$ cat config.mk
export PLATFORM = sky130hd
export DESIGN_NAME = fpwp_top
export DESIGN_NICKNAME = d
export VERILOG_FILES = /design/src/fpwp_pkg.sv /design/src/fpwp_range_chk.sv /design/src/fpwp_top.sv
export VERILOG_INCLUDE_DIRS = /design/src
export SDC_FILE = /design/constraint.sdc
export NUM_CORES = 1
export LEC_CHECK = 0
export ABC_AREA = 1
export BUFFER_PORTS_ARGS = -buffer_cell sky130_fd_sc_hd__buf_2
export CAP_MARGIN = 0
export CORE_ASPECT_RATIO = 0.75
export CORE_MARGIN = 4
export CORE_UTILIZATION = 35
export CTS_CLUSTER_DIAMETER = 100
export DETAILED_ROUTE_END_ITERATION = 16
export PLACE_DENSITY_LB_ADDON = 0.08
export REMOVE_ABC_BUFFERS = 1
export SLEW_MARGIN = 25
export SYNTH_ARGS = -nofsm -noshare
export SYNTH_HDL_FRONTEND = slang
export SYNTH_SLANG_ARGS = --single-unit
$ cat constraint.sdc
create_clock -name i_mclk -period 1.97 [get_ports i_mclk]
set_clock_uncertainty 0.1 [all_clocks]
set_input_delay 0.0985 -clock i_mclk [delete_from_list [all_inputs] [get_ports i_mclk]]
set_output_delay 0.0985 -clock i_mclk [all_outputs]
set_load 0.05 [all_outputs]
$ cat src/fpwp_params.svh
// Purpose: Constants for the program flash page write-protect block.
// Assumes: APB with 32-bit data, 20 MHz clock.
// Notes: Offsets are byte addresses of aligned words.
//
// Summary of operation
// [RULE1] Unlock bit high allows register modification.
// [RULE2] Unlock bit only clearable; reset sets it.
// [RULE3] Zero boundary disables all write protection.
// [RULE4] Boundary is fixed upper part plus field.
// [RULE5] Page holding boundary and below protected.
// [RULE6] Writes need completed key unlock sequence.
// [RULE7] Refuse program or erase inside protected range.
`ifndef FPWP_PARAMS_SVH
`define FPWP_PARAMS_SVH
`define FPWP_OFS_PROTECT 12'h000
`define FPWP_OFS_KEY 12'h004
`define FPWP_OFS_STATUS 12'h008
`define FPWP_UNLOCK_POS 31
`define FPWP_RST_PROTECT 32'h8000_0000
`define FPWP_RST_UNLOCK 1'b1
`define FPWP_RST_BOUND 24'h00_0000
`define FPWP_BOUND_WMASK 24'hff_c000
`define FPWP_STAT_REFUSED_POS 2
`define FPWP_BOUND_W 24
`define FPWP_UPPER_BYTE 8'h1d
`define FPWP_PAGE_BITS 14
`define FPWP_KEY1 32'haa99_6655
`define FPWP_KEY2 32'h5566_99aa
`endif

$ cat src/fpwp_pkg.sv
// Purpose: Types for the program flash page write-protect block.
// Assumes: Constants come from fpwp_params.svh.
// Notes: Only the key sequence state lives here.
`default_nettype none
package fpwp_pkg;
    typedef enum logic [1:0] {
        FPWP_KEY_IDLE = 2'b00,
        FPWP_KEY_ONE = 2'b01,
        FPWP_KEY_OPEN = 2'b10
    } fpwp_key_t;
endpackage
`default_nettype wire

$ cat src/fpwp_range_chk.sv
// Purpose: Combinational check of a flash address against the boundary.
// Assumes: Addresses are 32-bit physical addresses.
// Notes: Page granularity is set by the page-size macro.
`timescale 1ns/1ps
`default_nettype none
`include "fpwp_params.svh"
module fpwp_range_chk (
    input wire logic [23:0] i_bound,
    input wire logic [31:0] i_addr,
    output logic o_protected
);
    logic [31:0] bound_addr;
    logic [31:0] page_top;
    always_comb begin
        bound_addr = {`FPWP_UPPER_BYTE, i_bound}; // [RULE4]
        // Round the boundary up to the end of its page so that page is covered too.
        page_top = bound_addr | {{(32 - `FPWP_PAGE_BITS){1'b0}}, {`FPWP_PAGE_BITS{1'b1}}}; // [RULE5]
        o_protected = (i_bound != 24'h000000) && (i_addr[31:24] == `FPWP_UPPER_BYTE)
            && (i_addr <= page_top); // [RULE3]
    end
endmodule // fpwp_range_chk
`default_nettype wire

$ cat src/fpwp_top.sv
// Purpose: Program flash page write-protect register with APB access and op gate.
// Assumes: One clock; flash controller presents one op request at a time.
// Notes: Writes need two key words in a row; any other bus write disarms the key.
//
// The placing of the registers and the APB register port were chosen for this implementation.
`timescale 1ns/1ps
`default_nettype none
`include "fpwp_params.svh"
module fpwp_top (
    input wire logic i_mclk,
    input wire logic i_rst,
    input wire logic i_psel,
    input wire logic i_penable,
    input wire logic i_pwrite,
    input wire logic [11:0] i_paddr,
    input wire logic [31:0] i_pwdata,
    output logic [31:0] o_prdata,
    output logic o_pready,
    output logic o_pslverr,
    input wire logic i_op_req,
    input wire logic [31:0] i_op_addr,
    output logic o_op_grant,
    output logic o_op_refuse
);
    logic unlock_r;
    logic [23:0] bound_r;
    fpwp_pkg::fpwp_key_t key_r;
    logic refused_r;
    logic hit;
    logic setup;
    logic wr;
    logic key_open;
    logic key1_wr;
    logic key2_wr;
    logic prot_wr;
    logic stat_wr;
    logic unmapped;
    logic [23:0] wr_bound;

    // Register decode is shared by the bus logic and the checks below.
    function automatic logic fpwp_is_reg(input logic [11:0] addr, input logic [11:0] ofs);
        fpwp_is_reg = (addr == ofs);
    endfunction

    assign setup = i_psel && !i_penable;
    // Writes take effect in the access cycle; the slave answers with no wait state.
    assign wr = i_psel && i_penable && i_pwrite;
    assign key_open = (key_r == fpwp_pkg::FPWP_KEY_OPEN);
    assign key1_wr = wr && fpwp_is_reg(i_paddr, `FPWP_OFS_KEY) && (i_pwdata == `FPWP_KEY1);
    assign key2_wr = wr && fpwp_is_reg(i_paddr, `FPWP_OFS_KEY) && (i_pwdata == `FPWP_KEY2);
    assign prot_wr = wr && fpwp_is_reg(i_paddr, `FPWP_OFS_PROTECT);
    assign stat_wr = wr && fpwp_is_reg(i_paddr, `FPWP_OFS_STATUS);
    assign unmapped = !fpwp_is_reg(i_paddr, `FPWP_OFS_PROTECT)
        && !fpwp_is_reg(i_paddr, `FPWP_OFS_KEY) && !fpwp_is_reg(i_paddr, `FPWP_OFS_STATUS);
    // Low boundary bits are read-only zero, so the boundary is always page aligned.
    assign wr_bound = i_pwdata[23:0] & `FPWP_BOUND_WMASK;

    fpwp_range_chk u_chk (
        .i_bound(bound_r),
        .i_addr(i_op_addr),
        .o_protected(hit)
    );

    // Key sequence: first word, then second word, then one register write consumes it.
    always_ff @(posedge i_mclk or posedge i_rst) begin
        if (i_rst) begin
            key_r <= fpwp_pkg::FPWP_KEY_IDLE;
        end else if (wr) begin
            // Any write that breaks the sequence disarms it, so a stray store cannot open it.
            unique case (key_r)
                fpwp_pkg::FPWP_KEY_IDLE: begin
                    if (key1_wr) begin
                        key_r <= fpwp_pkg::FPWP_KEY_ONE; // [RULE6]
                    end
                end
                fpwp_pkg::FPWP_KEY_ONE: begin
                    if (key2_wr) begin
                        key_r <= fpwp_pkg::FPWP_KEY_OPEN; // [RULE6]
                    end else if (key1_wr) begin
                        key_r <= fpwp_pkg::FPWP_KEY_ONE;
                    end else begin
                        key_r <= fpwp_pkg::FPWP_KEY_IDLE;
                    end
                end
                fpwp_pkg::FPWP_KEY_OPEN: begin
                    if (key1_wr) begin
                        key_r <= fpwp_pkg::FPWP_KEY_ONE;
                    end else begin
                        key_r <= fpwp_pkg::FPWP_KEY_IDLE; // [RULE6]
                    end
                end
                default: begin
                    key_r <= fpwp_pkg::FPWP_KEY_IDLE;
                end
            endcase
        end
    end

    always_ff @(posedge i_mclk or posedge i_rst) begin
        if (i_rst) begin
            unlock_r <= `FPWP_RST_UNLOCK; // [RULE2]
            bound_r <= `FPWP_RST_BOUND;
        end else if (prot_wr && key_open && unlock_r) begin // [RULE1] [RULE6]
            bound_r <= wr_bound; // [RULE5]
            // Software can only clear the unlock bit; a one written here keeps it as it is.
            unlock_r <= unlock_r & i_pwdata[`FPWP_UNLOCK_POS]; // [RULE2]
        end
    end

    always_ff @(posedge i_mclk or posedge i_rst) begin
        if (i_rst) begin
            o_prdata <= 32'h0000_0000;
            o_pready <= 1'b0;
            o_pslverr <= 1'b0;
        end else begin
            o_pready <= setup;
            o_pslverr <= 1'b0;
            if (setup) begin
                o_prdata <= 32'h0000_0000;
                unique case (i_paddr)
                    `FPWP_OFS_PROTECT: o_prdata <= {unlock_r, 7'h00, bound_r};
                    `FPWP_OFS_KEY: o_prdata <= 32'h0000_0000;
                    `FPWP_OFS_STATUS: o_prdata <= {29'h0, refused_r, key_r};
                    default: o_pslverr <= 1'b1;
                endcase
            end
        end
    end

    // Flash op gate: one-cycle answer to each request.
    always_ff @(posedge i_mclk or posedge i_rst) begin
        if (i_rst) begin
            o_op_grant <= 1'b0;
            o_op_refuse <= 1'b0;
        end else begin
            o_op_grant <= i_op_req && !hit;
            o_op_refuse <= i_op_req && hit; // [RULE7]
        end
    end

    // Sticky record of a refused op; a refusal in the clearing cycle wins so none is lost.
    always_ff @(posedge i_mclk or posedge i_rst) begin
        if (i_rst) begin
            refused_r <= 1'b0;
        end else if (i_op_req && hit) begin
            refused_r <= 1'b1; // [RULE7]
        end else if (stat_wr && i_pwdata[`FPWP_STAT_REFUSED_POS]) begin
            refused_r <= 1'b0;
        end
    end
endmodule // fpwp_top
`default_nettype wire

==> results.md, run 1 <==
- Initial Util: 36.5%
- Post-route minimum period: 1690 ps
- CP cell instances: inv_1 > ha_1 > nand2_1 > nor2_1 > inv_1 > nor2_1 > nand2_1 > nand2_1 > nand3_1 > and2_1
- Number of vias per cell: 4.32
- Clk slew on worst S/H paths: 70 ps
- CTS Buffer Depth: 2
- Data required, critical path: 2040 ps
- Cell Rows: 25
- CTS Sinks: 32
- Post-CTS setup buffer count: 0
- # H-tree levels: 2
- R2R cell count: 10
- Worst-Skew Late Latency: 280 ps
- Critical path class: register to register
- Post-route antenna net violation count: 0
- R2r startpoint: bound_r[18]
- Chip Width: 102 um
- First-pass GRT wire length: 9.36 mm
- DRT iter0 DRCs: 65
- CTS Buf Count: 5
- FF+latch count, synth: 32
- Slew Viols, Final: 0
- Hold Crit Depth: 3
- Antenna cells: 0
- Post-synth top cells: nand2_1, nor2_1, inv_1
- CTS root buffer: clkbuf_8
- Gr ovfl total: 0
- Die height: 78.7 um
- Final setup vio count: 0
- Crit end category: register
- Cell count after synthesis: 316
- Residual DRC: 0
- Via count: 2174
- Largest net degree at the start of global routing: 33
- Hold path start: i_pwdata[31]
- Final Util: 46.5%
- Worst min path class: input port to register
- Startpoint class of the critical path: register
- Pwr Density: 534 mW/mm2
- Unrepaired setup endpoints after global routing: no
- VDD IR max: 245 uV
- Total GRT Usage: 14.8%
- Most used cell, CP: nand2_1
- Syn Area/Cell: 7.37 um2
- Synth warn: 0
- Post-route worst setup slack: 279 ps
- Largest area contributor in the netlist: dfrtp_1
- Mapped cell area: 0.00233 mm2
- Layout cells sized above 1: 33.6%
- Initial antenna violation count: 0
- Area Growth Syn to Fin: 27.3%
- Core box area: 0.00638 mm2
- Worst path slowest cell: dfrtp_1
- Final estimated routing congestion in global placement: 0.780
- Crit Path Max Fanout: 3
- Post-synth EDFFs: 0
- Status: completed
- Minimum setup slack among reg-to-reg paths: 280 ps
- Routed WL per cell: 11.7 um
- Static Leak: 0.00157 uW
- CTS tree: built
- Synth top area share: 33.3%
- Leading register cell type out of synthesis: dfrtp_1
- Setup WS pre-CTS: 282 ps
- HPWL after DPL: 4.98 mm
- Largest stage delay on the critical path: 390 ps
- Cell variety after synth: 32
- Number of max-cap violations: 0
- Final Hold Viols: 0
- Input/output buffers: 99
- Vias in the first global route: 1991
- Hold EP: unlock_r
- Area contributors post-synth: dfrtp_1, nand2_1, nor2_1, inv_1, buf_4
- # IOs: 118
- Fmax: 0.591 GHz
- Die area: 0.00804 mm2
- First drt pass iteration count: 4
- Crit path max-delay family: simple AND/OR/NAND/NOR gates
- Final period util: 85.8%
- Final TNS setup: 0 ps
- Register area share after synthesis: 34.4%
- Post-Route WL: 5.86 mm
- Placed instance area: 0.00283 mm2
- NumNets Final: 513
- Buf/Inv on CP: 2
- Fin area: 0.00297 mm2
- Top-count cell post-synth: nand2_1
- Ys async rst share: 100%
- Reg-to-reg critical path endpoint: o_op_grant
- Arr. time, crit path: 1760 ps
[stage by stage]
stage	hold WS (ps)	total power (uW)	instances
2_1_floorplan	89.0	847	310
3_3_place_gp	112	971	492
3_5_place_dp	113	971	492
4_1_cts	7.47	1600	503
5_1_grt	15.8	1660	503
6_report	14.9	1580	503
[state kept, by name, summed over array words and instances, names as in the netlist]
register,cells
o_op_grant,1
unlock_r,1
o_op_refuse,1
refused_r,1
o_prdata,14
o_pslverr,1
key_r,2
o_pready,1
bound_r,10
[worst max-delay path by stage]
stage           startpoint     endpoint  cells past startpoint
4_1_cts        bound_r[14]   o_op_grant                     10
2_1_floorplan     key_r[1]  bound_r[15]                      5
3_5_place_dp   bound_r[14]   o_op_grant                     10
6_report       bound_r[18]   o_op_grant                     10
3_3_place_gp   bound_r[14]   o_op_grant                     10
5_1_grt        bound_r[19]   o_op_grant                     10
[worst min-delay path, stage by stage]
cell and delay [ps]:
buf_2 110, inv_1 60, a41oi_1 120
[cell usage in the layout, fill, tap and decap left out]
| cell | synthesis | final |
|---|---|---|
| a21oi_1 | 2 | 2 |
| a21oi_2 | 4 | 4 |
| a41oi_1 | 1 | 1 |
| and2_1 | 1 | 1 |
| buf_2 | 1 | 99 |
| buf_4 | 18 | 2 |
| bufinv_16 | 0 | 1 |
| clkbuf_1 | 1 | 1 |
| clkbuf_8 | 0 | 5 |
| clkinv_2 | 0 | 1 |
| conb_1 | 1 | 18 |
| dfrtp_1 | 31 | 31 |
| dfstp_2 | 1 | 1 |
| dlygate4sd3_1 | 0 | 3 |
| ha_1 | 10 | 10 |
| inv_1 | 42 | 42 |
| inv_2 | 2 | 2 |
| nand2_1 | 69 | 69 |
| nand2_2 | 7 | 7 |
| nand3_1 | 17 | 17 |
| nand3_2 | 1 | 1 |
| nand4_1 | 12 | 12 |
| nand4_2 | 1 | 1 |
| nor2_1 | 54 | 54 |
| nor2_2 | 1 | 1 |
| nor2_4 | 6 | 6 |
| nor3_1 | 2 | 2 |
| nor3_4 | 2 | 2 |
| nor3b_1 | 1 | 1 |
| o2111ai_1 | 1 | 1 |
| o21ai_0 | 10 | 10 |
| o21ai_1 | 1 | 1 |
| o21ai_2 | 6 | 6 |
| o31ai_1 | 4 | 4 |
| o31ai_2 | 3 | 3 |
[where the power goes]
group | total, uW | switching [uW] | internal (uW)
combinational | 300 | 203 | 96.9
clock | 621 | 246 | 375
sequential | 662 | 1.07 | 661
[cell families after synthesis]
family	count (synthesis)	synth area share, %
flip-flops	32	34.4
AO/OA/AOI/OAI	32	10.2
buffers and inverters	67	14.7
AND/OR/NAND/NOR	174	35.1
other	1	0.161
adder cells (fa/ha/maj)	10	5.37
[routing by layer]
layer  vias up  wire [um]  GRT usage [%]
met5         -          0              0
met4         0         46           3.80
met3         4        499           4.35
met2        70       2270           19.8
met1       916       3040           22.6
li1       1184          -              -
[what timing repair did]
item	in CTS	in global routing
gates resized for setup	0	0
hold endpoints to repair	33	0
hold buffers	3	0
[area by class of cell]
cell class | instances | area (um2)
clock inverter | 2 | 35.0
fill | 677 | 3420
sequential | 32 | 802
tap | 81 | 101
clock buffer | 6 | 72.6
multi-input combinational | 234 | 1250
timing repair buffer | 104 | 541
inverter | 44 | 165
(Power assumes the default switching activity.)
==> inputs of run 2 (changes only) <==
--- a/config.mk
+++ b/config.mk
@@ -9,9 +9,11 @@
 export ABC_AREA = 1
 export BUFFER_PORTS_ARGS = -buffer_cell sky130_fd_sc_hd__buf_2
 export CAP_MARGIN = 0
+export CELL_PAD_IN_SITES_DETAIL_PLACEMENT = 2
+export CELL_PAD_IN_SITES_GLOBAL_PLACEMENT = 2
 export CORE_ASPECT_RATIO = 0.75
 export CORE_MARGIN = 4
-export CORE_UTILIZATION = 35
+export CORE_UTILIZATION = 24
 export CTS_CLUSTER_DIAMETER = 100
 export DETAILED_ROUTE_END_ITERATION = 16
 export PLACE_DENSITY_LB_ADDON = 0.08
==> run 2 against run 1 <==
Compared with the run above: maximum frequency shrank 10%; highest routed layer unchanged; hold slack lost 2.1 ps; sequential share of layout area shrank 1.2 points; design area grew 4.9%; combinational power grew 5%; largest power group is now the clock network.
==> results.md, run 2 (same netlist as run 1, synthesis figures left out) <==
- # H-tree levels: 2 (unchanged)
- Vias in the first global route: 2631 (+32%)
- Crit end category: register
- Initial antenna violation count: 0 (unchanged)
- Crit Path Max Fanout: 3 (unchanged)
- CTS Buf Count: 5 (unchanged)
- Final period util: 95.5% (+9.6 points)
- Arr. time, crit path: 1930 ps (+170 ps)
- Final estimated routing congestion in global placement: 0.759 (-2.7%)
- Chip Width: 122 um (+19%)
- Antenna cells: 0 (unchanged)
- Number of vias per cell: 4.32 (about the same)
- Area Growth Syn to Fin: 33.6%
- Post-route minimum period: 1880 ps (+190 ps)
- Final Hold Viols: 0 (unchanged)
- Busiest grt layer: met2
- HPWL after DPL: 6.81 mm (+37%)
- Initial Util: 25.1% (-11 points)
- Status: completed
- Post-route antenna net violation count: 0 (unchanged)
- Post-route worst setup slack: 89.4 ps (-190 ps)
- Met3 Use GR: 4.05% (-0.30 points)
- Top flop regs: o_prdata: 14 flops, bound_r: 10 flops, key_r: 2 flops
- NumNets Final: 514 (+0.19%)
- Via count: 2383 (+9.6%)
- Core box area: 0.00927 mm2 (+45%)
- Max reg flops: 14 (unchanged)
- Cell Rows: 30 (+20%)
- Clk slew on worst S/H paths: 60 ps (about the same)
- Largest net degree at the start of global routing: 33 (unchanged)
- CTS tree: built
- Worst min path class: input port to register
- CTS Buffer Depth: 2 (unchanged)
- Die height: 93.3 um (+19%)
- Setup WS pre-CTS: 89.2 ps (-193 ps)
- Most frequent cells in the layout: buf_2, nand2_1, nor2_1, inv_1, dfrtp_1
- Data required, critical path: 2020 ps (-20 ps)
- VDD IR max: 257 uV (+4.9%)
- # IOs: 118 (unchanged)
- M1 GR Usage: 20.5% (-2.1 points)
- CTS Sinks: 32 (unchanged)
- Filler cell count: 1145 (+69%)
- Static Leak: 0.00160 uW (+1.8%)
- Worst-Skew Late Latency: 280 ps (about the same)
- Input/output buffers: 99 (unchanged)
- Gr ovfl total: 0 (unchanged)
- Seq. cell area: 803 um2 (+0.16%)
- Critical path class: register to register
- Die area: 0.0114 mm2 (+41%)
- Final setup vio count: 0 (unchanged)
- Residual DRC: 0 (unchanged)
- DRT iter0 DRCs: 76 (+17%)
- Fmax: 0.532 GHz (-10%)
- Leading cell type in the layout, fill and taps excluded: buf_2
- Post-Route WL: 8.10 mm (+38%)
- CTS root buffer: clkbuf_16
- Placed Cells: 539 (+9.6%)
- Number of max-cap violations: 0 (unchanged)
- Startpoint class of the critical path: register
- First-pass GRT wire length: 13.0 mm (+39%)
- First drt pass iteration count: 3 (-1)
- GR Util met2: 22.7% (+2.9 points)
- Pwr Density: 597 mW/mm2 (+12%)
- Slew Viols, Final: 0 (unchanged)
- Largest Register: o_prdata
- Routed WL per cell: 14.7 um (+26%)
- Final cell count without fillers: 551 (+9.5%)
- Layout cells sized above 1: 35.0% (+1.3 points)
- Total GRT Usage: 14.6% (-0.16 points)
- Area of the multi-input gates: 0.00127 mm2 (+1.8%)
## run 2: cell types whose count changed in the layout (fill, tap and decap cells not counted), sizes merged
cell  change
buf       +1
## run 2: routing by layer
layer  part of all wire, %  routed length (um)
met1                    50                4080
met5                     0                   0
met4                  0.64                  52
met2                    44                3560
met3                   4.9                 400
## run 2: stage by stage
step	TNS (ps)	utilization, %	hold slack, ps	instance area, um2	power, uW
6_report	0	33.6	12.8	3110	1860
5_1_grt	-8.34	33.6	39.4	3110	1960
4_1_cts	0	33.2	18.0	3080	1880
3_5_place_dp	0	31.1	139	2890	985
3_3_place_gp	0	31.1	120	2890	977
2_1_floorplan	0	-	89.0	2220	847
## run 2: report_power, final
| group | internal [uW] | leakage [uW] | switching, uW | total, uW |
|---|---|---|---|---|
| Combinational | 99.2 | 0.00110 | 217 | 316 |
| Clock | 594 | 0.0000808 | 285 | 879 |
| Sequential | 662 | 0.000417 | 1.35 | 663 |
## run 2: path summary, 6_finish.rpt
path                                   start            to  slack (ps)  cells past startpoint
worst max-delay path             bound_r[19]     refused_r          90                      9
worst min-delay path            i_pwdata[31]      unlock_r          10                      3
worst max register to register   bound_r[19]     refused_r          90                      9
worst min register to register  o_prdata[16]  o_prdata[16]         380                      2
max in group asynchronous              i_rst   bound_r[14]        1050                      4
min in group asynchronous              i_rst  o_prdata[31]         370                      4
## run 2: repair_timing
item	4_1_cts	5_1_grt
setup endpoints to repair	0	3
resized for setup	0	6
hold endpoints to repair	33	0
hold buffers	3	0
buffers inserted	0	1
## run 2: final cells by class
class | instances | area share, %
timing repair buffer | 105 | 17.6
clock buffer | 6 | 4.14
tap | 128 | 5.15
inverter | 44 | 5.31
multi-input combinational | 234 | 40.9
clock inverter | 2 | 1.13
sequential | 32 | 25.8
## run 2: critical path: stages, from the launching register on
cell and delay [ps]:
dfrtp_1 380, inv_1 110, ha_4 290, nand2_1 90, nor2_4 150, o21ai_0 100
nand3_1 120, nand3_1 120, nand4_1 190, nand2_1 90
